===== src/fsq_regs.svh =====
// Register map, field positions, command codes and pin timing of the flash sequencer.
// Assumes a 25 MHz hclk and an AHB-Lite bus with a 32-bit word per register.
`ifndef FSQ_REGS_SVH
`define FSQ_REGS_SVH

// ----------------------------------------------------------------------------
// Register offsets
// ----------------------------------------------------------------------------
`define FSQ_OFF_CMD      8'h00
`define FSQ_OFF_ADDR     8'h04
`define FSQ_OFF_WDATA    8'h08
`define FSQ_OFF_RDATA    8'h0c
`define FSQ_OFF_STATE    8'h10
`define FSQ_OFF_IRQ_ST   8'h14
`define FSQ_OFF_IRQ_MASK 8'h18

// ----------------------------------------------------------------------------
// Fields
// ----------------------------------------------------------------------------
`define FSQ_CMD_OP_MSB   3
`define FSQ_CMD_OP_LSB   0
`define FSQ_CMD_ALT_BIT  8
`define FSQ_CMD_AUTO_BIT 9
`define FSQ_OP_LAST      4'h7
`define FSQ_IRQ_DONE     0
`define FSQ_IRQ_ERR      1
`define FSQ_IRQ_REFUSE   2
`define FSQ_SR_READY     7
`define FSQ_SR_ESEQ      5
`define FSQ_SR_EPROG     4
`define FSQ_SR_EVPP      3
`define FSQ_SR_SUSP      2
`define FSQ_SR_ELOCK     1
`define FSQ_SR_ERR_MASK  8'h3a

// ----------------------------------------------------------------------------
// Command codes
// ----------------------------------------------------------------------------
`define FSQ_CODE_RDSR      8'h70
`define FSQ_CODE_PSETUP    8'h40
`define FSQ_CODE_PSETUP2   8'h10
`define FSQ_CODE_SUSPEND   8'hb0
`define FSQ_CODE_RESUME    8'hd0
`define FSQ_CODE_RDARR     8'hff
`define FSQ_CODE_LSETUP    8'h60
`define FSQ_CODE_LBLOCK    8'h01
`define FSQ_CODE_LPERM     8'hf1
`define FSQ_CODE_CLRSR     8'h50

// ----------------------------------------------------------------------------
// Timing
// ----------------------------------------------------------------------------
`define FSQ_CLK_NS       40
`define FSQ_T_STB_NS     100
`define FSQ_STB_CYC      ((`FSQ_T_STB_NS + `FSQ_CLK_NS - 1) / `FSQ_CLK_NS)

`endif


===== src/fsq_pkg.sv =====
// Types shared by the flash sequencer.
// Assumes fsq_regs.svh for the numeric encodings.
package fsq_pkg;
  typedef enum logic [3:0] {
    FSQ_OP_RDSR   = 4'h0,
    FSQ_OP_PROG   = 4'h1,
    FSQ_OP_SUSP   = 4'h2,
    FSQ_OP_RESUME = 4'h3,
    FSQ_OP_RDARR  = 4'h4,
    FSQ_OP_LOCKB  = 4'h5,
    FSQ_OP_LOCKP  = 4'h6,
    FSQ_OP_CLRSR  = 4'h7
  } fsq_op_t;
  typedef enum logic [1:0] {B_IDLE, B_SET, B_STB, B_REC} fsq_bus_t;
  typedef enum logic [2:0] {S_IDLE, S_CMD1, S_CMD2, S_POLL, S_READ, S_FFH} fsq_seq_t;
endpackage : fsq_pkg


===== src/fsq_ctrl.sv =====
// Host-side controller that sequences program, suspend, resume and lock commands
// onto an asynchronous flash bus, with an AHB-Lite slave register file.
// Assumes one clock, flash pins timed off hclk, and software polling or irq.
//
// Decided for this implementation: the register addresses and the AHB-Lite interface to the registers.
`timescale 1ns/1ps
`include "fsq_regs.svh"

module fsq_ctrl
  import fsq_pkg::*;
(
  input  wire logic        hclk,
  input  wire logic        hresetn,
  input  wire logic        hsel,
  input  wire logic [31:0] haddr,
  input  wire logic [1:0]  htrans,
  input  wire logic        hwrite,
  input  wire logic [2:0]  hsize,
  input  wire logic [31:0] hwdata,
  input  wire logic        hready,
  output logic             hreadyout,
  output logic             hresp,
  output logic [31:0]      hrdata,
  output logic             irq,
  output logic [19:0]      flash_addr,
  output logic [15:0]      flash_wdq,
  input  wire logic [15:0] flash_rdq,
  output logic             flash_dq_oe_n,
  output logic             flash_ce_n,
  output logic             flash_oe_n,
  output logic             flash_we_n
);

  // --------------------------------------------------------------------------
  // AHB-Lite slave
  // --------------------------------------------------------------------------
  // Zero wait states; reads are muxed in the address phase so hrdata is a flop.
  logic        wr_pend_q;
  logic [7:0]  wr_off_q;
  logic [31:0] hrdata_q;
  logic [19:0] addr_q;
  logic [15:0] wdata_q;
  logic [15:0] rdata_q;
  logic [7:0]  last_sr_q;
  logic [7:0]  err_acc_q;
  logic        err_lock_q;
  logic        susp_q;
  logic [19:0] prog_addr_q;
  logic [2:0]  irq_st_q;
  logic [2:0]  irq_mask_q;
  logic        irq_q;
  fsq_op_t     op_q;
  logic        alt_q;
  logic        auto_q;
  fsq_seq_t    sst_q;
  logic        issued_q;

  wire         ahb_take = hsel & htrans[1] & hready;
  wire         ahb_rd   = ahb_take & ~hwrite;
  wire         ahb_wr   = ahb_take & hwrite;
  wire [7:0]   a_off    = haddr[7:0];
  wire         busy     = (sst_q != S_IDLE);
  wire         irq_rdclr = ahb_rd & (a_off == `FSQ_OFF_IRQ_ST);
  wire         wr_cmd   = wr_pend_q & (wr_off_q == `FSQ_OFF_CMD);
  wire         wr_addr  = wr_pend_q & (wr_off_q == `FSQ_OFF_ADDR);
  wire         wr_wdata = wr_pend_q & (wr_off_q == `FSQ_OFF_WDATA);
  wire         wr_mask  = wr_pend_q & (wr_off_q == `FSQ_OFF_IRQ_MASK);
  wire [31:0]  state_word = {8'h00, err_acc_q, last_sr_q, 5'h00, err_lock_q, susp_q, busy};
  wire [31:0]  rd_mux =
    (a_off == `FSQ_OFF_CMD)      ? {22'h000000, auto_q, alt_q, 4'h0, op_q} :
    (a_off == `FSQ_OFF_ADDR)     ? {12'h000, addr_q} :
    (a_off == `FSQ_OFF_WDATA)    ? {16'h0000, wdata_q} :
    (a_off == `FSQ_OFF_RDATA)    ? {16'h0000, rdata_q} :
    (a_off == `FSQ_OFF_STATE)    ? state_word :
    (a_off == `FSQ_OFF_IRQ_ST)   ? {29'h00000000, irq_st_q} :
    (a_off == `FSQ_OFF_IRQ_MASK) ? {29'h00000000, irq_mask_q} : 32'h00000000;

  always_ff @(posedge hclk or negedge hresetn) begin
    if (!hresetn) begin
      wr_pend_q <= 1'b0;
      wr_off_q  <= 8'h00;
      hrdata_q  <= 32'h00000000;
    end else begin
      wr_pend_q <= ahb_wr;
      if (ahb_take) begin
        wr_off_q <= a_off;
      end
      if (ahb_rd) begin
        hrdata_q <= rd_mux;
      end
    end
  end

  assign hreadyout = 1'b1;
  assign hresp     = 1'b0;
  assign hrdata    = hrdata_q;

  // --------------------------------------------------------------------------
  // Command decode and refusal
  // --------------------------------------------------------------------------
  wire [3:0] new_raw = hwdata[`FSQ_CMD_OP_MSB:`FSQ_CMD_OP_LSB];
  wire fsq_op_t new_op = fsq_op_t'(new_raw);
  wire new_legal  = (new_raw <= `FSQ_OP_LAST);
  wire new_modify = (new_op == FSQ_OP_PROG) | (new_op == FSQ_OP_LOCKB) | (new_op == FSQ_OP_LOCKP);
  wire refuse_err = new_modify & err_lock_q;
  wire refuse_rd  = (new_op == FSQ_OP_RDARR) & susp_q & (addr_q == prog_addr_q);
  wire refuse_seq = ((new_op == FSQ_OP_RESUME) & ~susp_q) | ((new_op == FSQ_OP_PROG) & susp_q);
  // Busy refusal means each location waits for ready before its next setup
  wire refuse     = wr_cmd & (busy | ~new_legal | refuse_err | refuse_rd | refuse_seq);
  wire start      = wr_cmd & ~refuse;

  // --------------------------------------------------------------------------
  // Flash pin engine
  // --------------------------------------------------------------------------
  // One access is set, strobe for the access time, then a recovery cycle.
  fsq_bus_t    bst_q;
  logic [1:0]  bcnt_q;
  logic        bwr_q;
  logic [15:0] brd_q;
  logic [19:0] faddr_q;
  logic [15:0] fdq_q;
  logic        foe_dq_n_q;
  logic        fce_n_q;
  logic        foe_n_q;
  logic        fwe_n_q;
  logic        bus_wr;
  logic [15:0] bus_d;
  wire         bus_done = (bst_q == B_REC);
  wire         bus_go   = busy & ~issued_q & (bst_q == B_IDLE);

  always_ff @(posedge hclk or negedge hresetn) begin
    if (!hresetn) begin
      bst_q      <= B_IDLE;
      bcnt_q     <= 2'h0;
      bwr_q      <= 1'b0;
      brd_q      <= 16'h0000;
      faddr_q    <= 20'h00000;
      fdq_q      <= 16'h0000;
      foe_dq_n_q <= 1'b1;
      fce_n_q    <= 1'b1;
      foe_n_q    <= 1'b1;
      fwe_n_q    <= 1'b1;
    end else begin
      unique case (bst_q)
        B_IDLE: if (bus_go) begin
          faddr_q    <= addr_q;
          fdq_q      <= bus_d;
          foe_dq_n_q <= ~bus_wr;
          fce_n_q    <= 1'b0;
          bwr_q      <= bus_wr;
          bst_q      <= B_SET;
        end
        B_SET: begin
          fwe_n_q <= ~bwr_q;
          foe_n_q <= bwr_q;
          bcnt_q  <= 2'(`FSQ_STB_CYC - 1);
          bst_q   <= B_STB;
        end
        B_STB: if (bcnt_q == 2'h0) begin
          fwe_n_q <= 1'b1;
          foe_n_q <= 1'b1;
          brd_q   <= flash_rdq;
          bst_q   <= B_REC;
        end else begin
          bcnt_q <= bcnt_q - 2'h1;
        end
        B_REC: begin
          fce_n_q    <= 1'b1;
          foe_dq_n_q <= 1'b1;
          bst_q      <= B_IDLE;
        end
      endcase
    end
  end

  assign flash_addr    = faddr_q;
  assign flash_wdq     = fdq_q;
  assign flash_dq_oe_n = foe_dq_n_q;
  assign flash_ce_n    = fce_n_q;
  assign flash_oe_n    = foe_n_q;
  assign flash_we_n    = fwe_n_q;

  // --------------------------------------------------------------------------
  // Command sequencer
  // --------------------------------------------------------------------------
  wire has2  = (op_q == FSQ_OP_PROG) | (op_q == FSQ_OP_LOCKB) | (op_q == FSQ_OP_LOCKP);
  wire hasrd = (op_q == FSQ_OP_RDSR) | (op_q == FSQ_OP_RDARR);
  wire nopoll = hasrd | (op_q == FSQ_OP_CLRSR);
  wire [7:0] code1 =
    (op_q == FSQ_OP_RDSR)   ? `FSQ_CODE_RDSR :
    (op_q == FSQ_OP_PROG)   ? (alt_q ? `FSQ_CODE_PSETUP2 : `FSQ_CODE_PSETUP) :
    (op_q == FSQ_OP_SUSP)   ? `FSQ_CODE_SUSPEND :
    (op_q == FSQ_OP_RESUME) ? `FSQ_CODE_RESUME :
    (op_q == FSQ_OP_RDARR)  ? `FSQ_CODE_RDARR :
    (op_q == FSQ_OP_CLRSR)  ? `FSQ_CODE_CLRSR : `FSQ_CODE_LSETUP;
  wire [7:0] code2 = (op_q == FSQ_OP_LOCKP) ? `FSQ_CODE_LPERM : `FSQ_CODE_LBLOCK;
  wire ready_seen = bus_done & brd_q[`FSQ_SR_READY];
  wire [7:0] sr_err = brd_q[7:0] & `FSQ_SR_ERR_MASK;
  wire capture = ((sst_q == S_POLL) & ready_seen) | ((sst_q == S_READ) & bus_done & (op_q == FSQ_OP_RDSR));
  wire op_end = bus_done & (((sst_q == S_CMD1) & ~has2 & nopoll & ~hasrd) | (sst_q == S_READ)
                | (sst_q == S_FFH) | ((sst_q == S_POLL) & ready_seen & ~(auto_q & has2)));
  wire clr_done = op_end & (op_q == FSQ_OP_CLRSR);

  assign bus_wr = (sst_q != S_POLL) & (sst_q != S_READ);
  assign bus_d  = (sst_q == S_CMD2) ? ((op_q == FSQ_OP_PROG) ? wdata_q : {8'h00, code2}) :
                  (sst_q == S_FFH)  ? {8'h00, `FSQ_CODE_RDARR} : {8'h00, code1};

  always_ff @(posedge hclk or negedge hresetn) begin
    if (!hresetn) begin
      sst_q    <= S_IDLE;
      issued_q <= 1'b0;
      op_q     <= FSQ_OP_RDSR;
      alt_q    <= 1'b0;
      auto_q   <= 1'b0;
    end else begin
      if (bus_go) begin
        issued_q <= 1'b1;
      end else if (bus_done) begin
        issued_q <= 1'b0;
      end
      unique case (sst_q)
        S_IDLE: if (start) begin
          op_q   <= new_op;
          alt_q  <= hwdata[`FSQ_CMD_ALT_BIT];
          auto_q <= hwdata[`FSQ_CMD_AUTO_BIT];
          sst_q  <= S_CMD1;
        end
        S_CMD1: if (bus_done) begin
          sst_q <= has2 ? S_CMD2 : hasrd ? S_READ : nopoll ? S_IDLE : S_POLL;
        end
        S_CMD2: if (bus_done) begin
          sst_q <= S_POLL;
        end
        // Not ready means keep polling; software decides on any overall timeout
        S_POLL: if (ready_seen) begin
          sst_q <= (auto_q & has2) ? S_FFH : S_IDLE;
        end
        S_READ: if (bus_done) begin
          sst_q <= S_IDLE;
        end
        S_FFH: if (bus_done) begin
          sst_q <= S_IDLE;
        end
      endcase
    end
  end

  // --------------------------------------------------------------------------
  // Status tracking
  // --------------------------------------------------------------------------
  // Errors OR in across a series so one check at the end catches them all
  wire [7:0] err_acc_d = clr_done ? 8'h00 : (err_acc_q | (capture ? sr_err : 8'h00));
  wire [2:0] irq_ev = {refuse, capture & (sr_err != 8'h00), op_end};
  wire [2:0] irq_st_d = (irq_st_q & (irq_rdclr ? 3'h0 : 3'h7)) | irq_ev;

  always_ff @(posedge hclk or negedge hresetn) begin
    if (!hresetn) begin
      addr_q      <= 20'h00000;
      wdata_q     <= 16'h0000;
      rdata_q     <= 16'h0000;
      last_sr_q   <= 8'h00;
      err_acc_q   <= 8'h00;
      err_lock_q  <= 1'b0;
      susp_q      <= 1'b0;
      prog_addr_q <= 20'h00000;
      irq_st_q    <= 3'h0;
      irq_mask_q  <= 3'h0;
      irq_q       <= 1'b0;
    end else begin
      if (wr_addr) begin
        addr_q <= hwdata[19:0];
      end
      if (wr_wdata) begin
        wdata_q <= hwdata[15:0];
      end
      if (wr_mask) begin
        irq_mask_q <= hwdata[2:0];
      end
      if (capture) begin
        last_sr_q <= brd_q[7:0];
      end
      if ((sst_q == S_READ) & bus_done) begin
        rdata_q <= brd_q;
      end
      err_acc_q  <= err_acc_d;
      err_lock_q <= (err_acc_d != 8'h00);
      if (start & (new_op == FSQ_OP_PROG)) begin
        prog_addr_q <= addr_q;
      end
      if (start & (new_op == FSQ_OP_RESUME)) begin
        susp_q <= 1'b0;
      end else if ((sst_q == S_POLL) & ready_seen & (op_q == FSQ_OP_SUSP)) begin
        susp_q <= brd_q[`FSQ_SR_SUSP];
      end
      irq_st_q <= irq_st_d;
      irq_q    <= (irq_st_d & irq_mask_q) != 3'h0;
    end
  end
  assign irq = irq_q;
endmodule : fsq_ctrl


===== config.mk =====
export PLATFORM = sky130hd
export DESIGN_NAME = fsq_ctrl
export DESIGN_NICKNAME = d
export VERILOG_FILES = /design/src/fsq_pkg.sv /design/src/fsq_ctrl.sv
export VERILOG_INCLUDE_DIRS = /design/src
export SDC_FILE = /design/constraint.sdc
export NUM_CORES = 1
export LEC_CHECK = 0
export ABC_CLOCK_PERIOD_IN_PS = 2400
export BUFFER_PORTS_ARGS = -buffer_cell sky130_fd_sc_hd__buf_2
export CAP_MARGIN = 25
export CORE_MARGIN = 3
export CORE_UTILIZATION = 44
export CTS_CLUSTER_SIZE = 8
export DETAILED_ROUTE_END_ITERATION = 10
export PLACE_DENSITY_LB_ADDON = 0.2
export SETUP_SLACK_MARGIN = 0.3
export SLEW_MARGIN = 15
export SYNTH_ARGS = -nofsm -noshare
export SYNTH_HDL_FRONTEND = slang
export SYNTH_SLANG_ARGS = --single-unit

===== constraint.sdc =====
create_clock -name hclk -period 2.4 [get_ports hclk]
set_input_delay 0.72 -clock hclk [delete_from_list [all_inputs] [get_ports hclk]]
set_output_delay 0.72 -clock hclk [all_outputs]
set_load 0.02 [all_outputs]

**After elaboration in Yosys (flattened, before gate mapping)**

Cells that the tools add are included.

- $add $sub $neg: 1
- $lt $le $gt $ge: 1
- Eq/ne operators: 40
- Multiplexer cells: 47
- Bitwise gates (word level): 63
- Reductions and logical operators: 23

Operator list:

| kind | number |
|---|---|
| two-way mux 24 bit | 5 |
| two-way mux 8 bit | 8 |
| bitwise AND 1 bit | 34 |
| two-way mux 3 bit | 11 |
| equality test 8 x 5 -> 1 bit (second input constant) | 4 |
| two-way mux 16 bit | 2 |
| equality test 4 x 3 -> 1 bit (second input constant) | 7 |
| equality test 8 x 4 -> 1 bit (second input constant) | 3 |
| equality test 20 bit | 1 |
| equality test 8 x 3 -> 1 bit (second input constant) | 2 |
| logical NOT 8 bit | 2 |
| nonzero test 8 bit | 2 |
| OR 1 bit | 15 |
| case mux 3 bit (5 select lines) | 1 |
| inequality test 2 bit (second input constant) | 7 |
| AND reduction 2 bit | 7 |
| equality test 4 x 2 -> 1 bit (second input constant) | 3 |
| two-way mux 6 bit | 2 |
| inverter 1 bit | 10 |
| equality test 4 x 1 -> 1 bit (second input constant) | 2 |
| two-way mux 2 bit | 4 |
| OR 8 x 6 -> 8 bit | 1 |
| case mux 1 bit (2 select lines) | 4 |
| case mux 2 bit (4 select lines) | 1 |
| other kinds (22) | 37 |

- Register bits: 209
- Input bits: 90
- Output and inout bits: 75
- Logic and storage cells: 204

**Logic depth before layout (Yosys ltp)**

- Depth after elaboration: 14
- Gate-level depth with buffers: 8
- Depth with buffers taken out: 7

**Worst setup path before layout**

Ideal clock, no wire load.

- Kind: input to register
- Start: in hwdata[1]
- End: reg prog_addr_q[0]
- Setup time: 0.125 ns
- Arrival time: 2.249 ns
- Required time: 2.275 ns
- Slack: 0.026 ns
- Stages: 8
- Buffers on the path: 2
- Cells stage by stage: clkbuf_2 > xnor2_1 > o21ai_0 > a211o_1 > a21oi_2 > and4b_4 > buf_12 > mux2_4

- Longest elaborated chain between the ends: 11
- Elaborated cells between the ends (all ways): 23
- Those cells by class: 1 x order compare; 5 x eq/ne; 17 x bitwise

Ends and longest elaborated chain:

| element | line | source |
|---|---|---|
| start, declared | fsq_ctrl.sv:19 | `input wire logic [31:0] hwdata,` |
| equality test 4 x 1 -> 1 bit / equality test 4 x 3 -> 1 bit (equally long branches) | fsq_ctrl.sv:104, fsq_ctrl.sv:107, fsq_ctrl.sv:287 |  |
| OR 1 bit (2 in series) | fsq_ctrl.sv:104 | `wire new_modify = (new_op == FSQ_OP_PROG) \| (new_op == FSQ_OP_LOCKB) \| (new_op == FSQ_OP_LOCKP);` |
| bitwise AND 1 bit | fsq_ctrl.sv:105 | `wire refuse_err = new_modify & err_lock_q;` |
| OR 1 bit (3 in series) | fsq_ctrl.sv:109 | `wire refuse = wr_cmd & (busy \| ~new_legal \| refuse_err \| refuse_rd \| refuse_seq);` |
| bitwise AND 1 bit | fsq_ctrl.sv:109 |  |
| inverter 1 bit | fsq_ctrl.sv:110 | `wire start = wr_cmd & ~refuse;` |
| bitwise AND 1 bit | fsq_ctrl.sv:110 |  |
| bitwise AND 1 bit (*) | fsq_ctrl.sv:287 | `if (start & (new_op == FSQ_OP_PROG)) begin` |
| end signal, assigned | fsq_ctrl.sv:288 | `prog_addr_q <= addr_q;` |
| end, declared | fsq_ctrl.sv:48 | `logic [19:0] prog_addr_q;` |

Mark *: on every way between the ends. The rest lies on a longest branch, timed or not.
A chain may end at the register's enable or synchronous reset.

**Final worst setup path**

- Start: reg wr_off_q[7]
- End: reg prog_addr_q[17]

- Longest elaborated chain between the ends: 6

Ends and longest elaborated chain:

| element | line | source |
|---|---|---|
| start, declared | fsq_ctrl.sv:39 | `logic [7:0] wr_off_q;` |
| start signal, assigned | fsq_ctrl.sv:86 | `wr_off_q <= a_off;` |
| logical NOT 8 bit (no source line) (*) | -- |  |
| bitwise AND 1 bit (*) | fsq_ctrl.sv:64 | `` wire wr_cmd = wr_pend_q & (wr_off_q == `FSQ_OFF_CMD); `` |
| bitwise AND 1 bit | fsq_ctrl.sv:109 |  |
| inverter 1 bit | fsq_ctrl.sv:110 |  |
| bitwise AND 1 bit (*) | fsq_ctrl.sv:110 |  |
| bitwise AND 1 bit (*) | fsq_ctrl.sv:287 |  |

Marks and branches as above.

==> impl_metrics.env <==
export IMPL_outcome="finished, final reports clean"
export IMPL_avgSynthCellArea_um2=11.58
export IMPL_hold_ws_ns=0.1516
export IMPL_io_pins=165
export IMPL_portBuffers=114
export IMPL_dieArea_um2=22630
export IMPL_yosysWarnings=0
export IMPL_worstPathRequired_ns=2.81
export IMPL_leakagePower_nw=5.571
export IMPL_netlist_instances=793
export IMPL_synthMuxAreaShare_pct=15.46
export IMPL_final_setup_viol_count=0
export IMPL_drv_slew=0
export IMPL_multi_input_area_um2=4028
export IMPL_cts_sinks=201
export IMPL_drcViolationCount=0
export IMPL_cp_top_family="simple AND/OR/NAND/NOR gates"
export IMPL_first_pass_iters=5
export IMPL_cts_path_max_buffers=3
export IMPL_pwr_density_cell_nw_per_um2=910.3
export IMPL_synth_compound_gate_area_share_pct=10.17
export IMPL_async_flop_share_pct=100.0
export IMPL_layout_common_cells="dfrtp_1 (193), nand2_1 (120), buf_2 (114)"
export IMPL_final_period_utilization_pct=90.52
export IMPL_synth_edf_count=0
export IMPL_finalHoldViolations=0
export IMPL_layout_commonest_cell="dfrtp_1"
export IMPL_cp_arrival_ns=2.58
export IMPL_wirelength_mm=24.34
export IMPL_slew_headroom_pct=58.55
export IMPL_post_dp_cell_area_um2=10380
export IMPL_rsz0062_at_grt="yes"
export IMPL_area_delta_synth_final_pct=24.26
export IMPL_synth_flop_cell="dfrtp_1"
export IMPL_cts_hold_buf=0
export IMPL_worstHoldPathType="in2async"
export IMPL_grt_max_degree=50
export IMPL_cts_tree="built"
export IMPL_max_freq_ghz=0.4603
export IMPL_fillers=1747
export IMPL_gp_congestion=0.8701
export IMPL_placementRows=52
export IMPL_ys_seq_area_share_pct=54.85
export IMPL_core_area_um2=20360
export IMPL_cts_max_level=1
export IMPL_dp_hpwl_mm=17.03
export IMPL_crit_chain="nor4_4, nand3b_2, or4_4, clkinv_4, and4b_4, mux2_4"
export IMPL_seq_area_um2=5040
export IMPL_wire_per_inst_um=19.70
export IMPL_synth_cell_types=69
export IMPL_worst_pin_slew_ns=0.6152
export IMPL_crit_type="reg2reg"
export IMPL_grt_overflow_total=0
export IMPL_max_stage_delay_ns=0.48
export IMPL_yosys_area_share_simple_pct=12.78
export IMPL_final_cell_area_um2=11410
export IMPL_fin_skew_ns=0.01463
export IMPL_num_vias=6687
export IMPL_clockRootBuffer="clkbuf_16"
export IMPL_synth_top_family_by_area="multiplexers"
export IMPL_cts_buffers=29
export IMPL_ant_nets=0
export IMPL_n_antenna_cell=0
export IMPL_critPathMaxFanout=5
export IMPL_dieWidth_um=150.4
export IMPL_clk_pin_slew_worst_paths_ns=0.05
export IMPL_maxCapViolations=0
export IMPL_antenna_found_initial=0
export IMPL_layout_min_cycle_time_ns=2.172
export IMPL_ir_drop_mv=0.6148
export IMPL_clk_latency_ns=0.54
export IMPL_synth_fa_ha_area_share_pct=0.8178
export IMPL_synth_xor_area_share_pct=2.194
export IMPL_grt_total_usage_pct=21.91
export IMPL_cp_start_kind="flip-flop"
export IMPL_critPathCaptureType="flip-flop"
export IMPL_critical_path_buf_inv_count=1
export IMPL_drive_above_1_share_pct=37.41
export IMPL_initial_utilization_pct=45.08
export IMPL_drt_iter0_drc=559
export IMPL_vias_per_cell=5.415
export IMPL_grt_pass1_vias=6831
export IMPL_ys_ff_latch=201
export IMPL_grt_pass1_wl_mm=38.63
export IMPL_netlist_area_um2=9180
export IMPL_nNetsFinal=1052
export IMPL_slowest_stage="or4_4"
export IMPL_fp_dieH_um=150.4
==> metrics by stage <==
step / cells / TNS (ns) / total power, mW / setup slack (ns) / utilization [%]
floorplan: 801 / 0 / 5.822 / 0.09793 / -
global placement: 1185 / -3.105 / 6.650 / -0.1253 / 50.98
detailed placement: 1185 / -3.694 / 6.714 / -0.1610 / 50.98
CTS: 1231 / 0 / 10.47 / 0.1934 / 55.54
global route: 1235 / 0 / 10.97 / 0.1625 / 56.02
finish: 1235 / 0 / 10.38 / 0.2275 / 56.02
==> where the power goes <==
part | total [mW] | internal (mW) | leakage (nW) | switching [mW]
registers | 4.38 | 3.96 | 2.64 | 0.428
logic | 2.34 | 1.01 | 2.54 | 1.32
clock network | 3.66 | 2.28 | 0.392 | 1.39
==> cells by family after synthesis <==
| kind of cell | Yosys count |
|---|---|
| compound gates | 140 |
| xor+xnor | 23 |
| fa+ha+maj | 6 |
| buf+inv | 64 |
| flops | 201 |
| mux | 120 |
| other cells | 2 |
| simple gates | 237 |
==> path summary, 6_finish.rpt <==
check	startpoint	cells past startpoint	endpoint	slack, ns
hold reg to reg	flash_ce_n$_DFFE_PN1P_	2	flash_ce_n$_DFFE_PN1P_	0.46
min in group hclk	flash_rdq[7]	2	brd_q[7]$_DFFE_PN0P_	0.41
setup reg to reg	wr_off_q[7]$_DFFE_PN0P_	6	prog_addr_q[17]$_DFFE_PN0P_	0.23
setup / recovery	wr_off_q[7]$_DFFE_PN0P_	6	prog_addr_q[17]$_DFFE_PN0P_	0.23
hold / removal	hresetn	1	sst_q[0]$_DFFE_PN0P_	0.15
max in group asynchronous	hresetn	2	flash_oe_n$_DFFE_PN1P_	1.57
==> metal layers <==
layer	GRT usage (%)	vias to the layer above	share of wire, %
met5	0	-	0
met4	6.679	0	2.8
met3	3.191	46	5.5
met2	33.08	217	45
met1	32.80	3302	47
li1	-	3122	-
==> registers in the layout (all words and copies together), names as in the netlist, 16 cells and up <==
register and cells:
rdata_q 16, flash_addr 20, flash_wdq 16, wdata_q 16, prog_addr_q 20, hrdata 24
brd_q 16, addr_q 20
==> area by class of cell <==
type,count,share of cell area (%)
Sequential cell,201,44.18
Multi-Input combinational cell,539,35.31
Timing Repair Buffer,175,10.08
Clock buffer,38,6.658
Tap cell,270,2.961
Clock inverter,2,0.4387
Inverter,10,0.3729
==> cell usage after synthesis, drive strengths merged, types with 6 or more instances <==
cell,count,area (µm²)
a21oi,31,158.9
clkbuf,29,110.1
mux2i,6,60.06
nand3,22,110.1
inv,9,33.78
buf,25,186.4
nand2b,8,50.05
xnor2,22,192.7
a22oi,13,97.59
a22o,19,166.4
a21o,6,45.04
dfrtp,197,4930
nand4,6,37.54
nor2,26,97.59
o21ai,36,180.2
nor2b,12,75.07
nor4,6,50.04
a211oi,7,52.55
nand2,121,454.2
ha,6,75.07
mux2,114,1359
==> what timing repair did <==
action | 4_1_cts | 5_1_grt
setup endpoints to repair | 27 | 81
setup buffers | 3 | 3
gates cloned | 3 | 1
pin swaps | 3 | 8
resized for setup | 12 | 17
No activity file was read; power rests on OpenSTA's default activity.
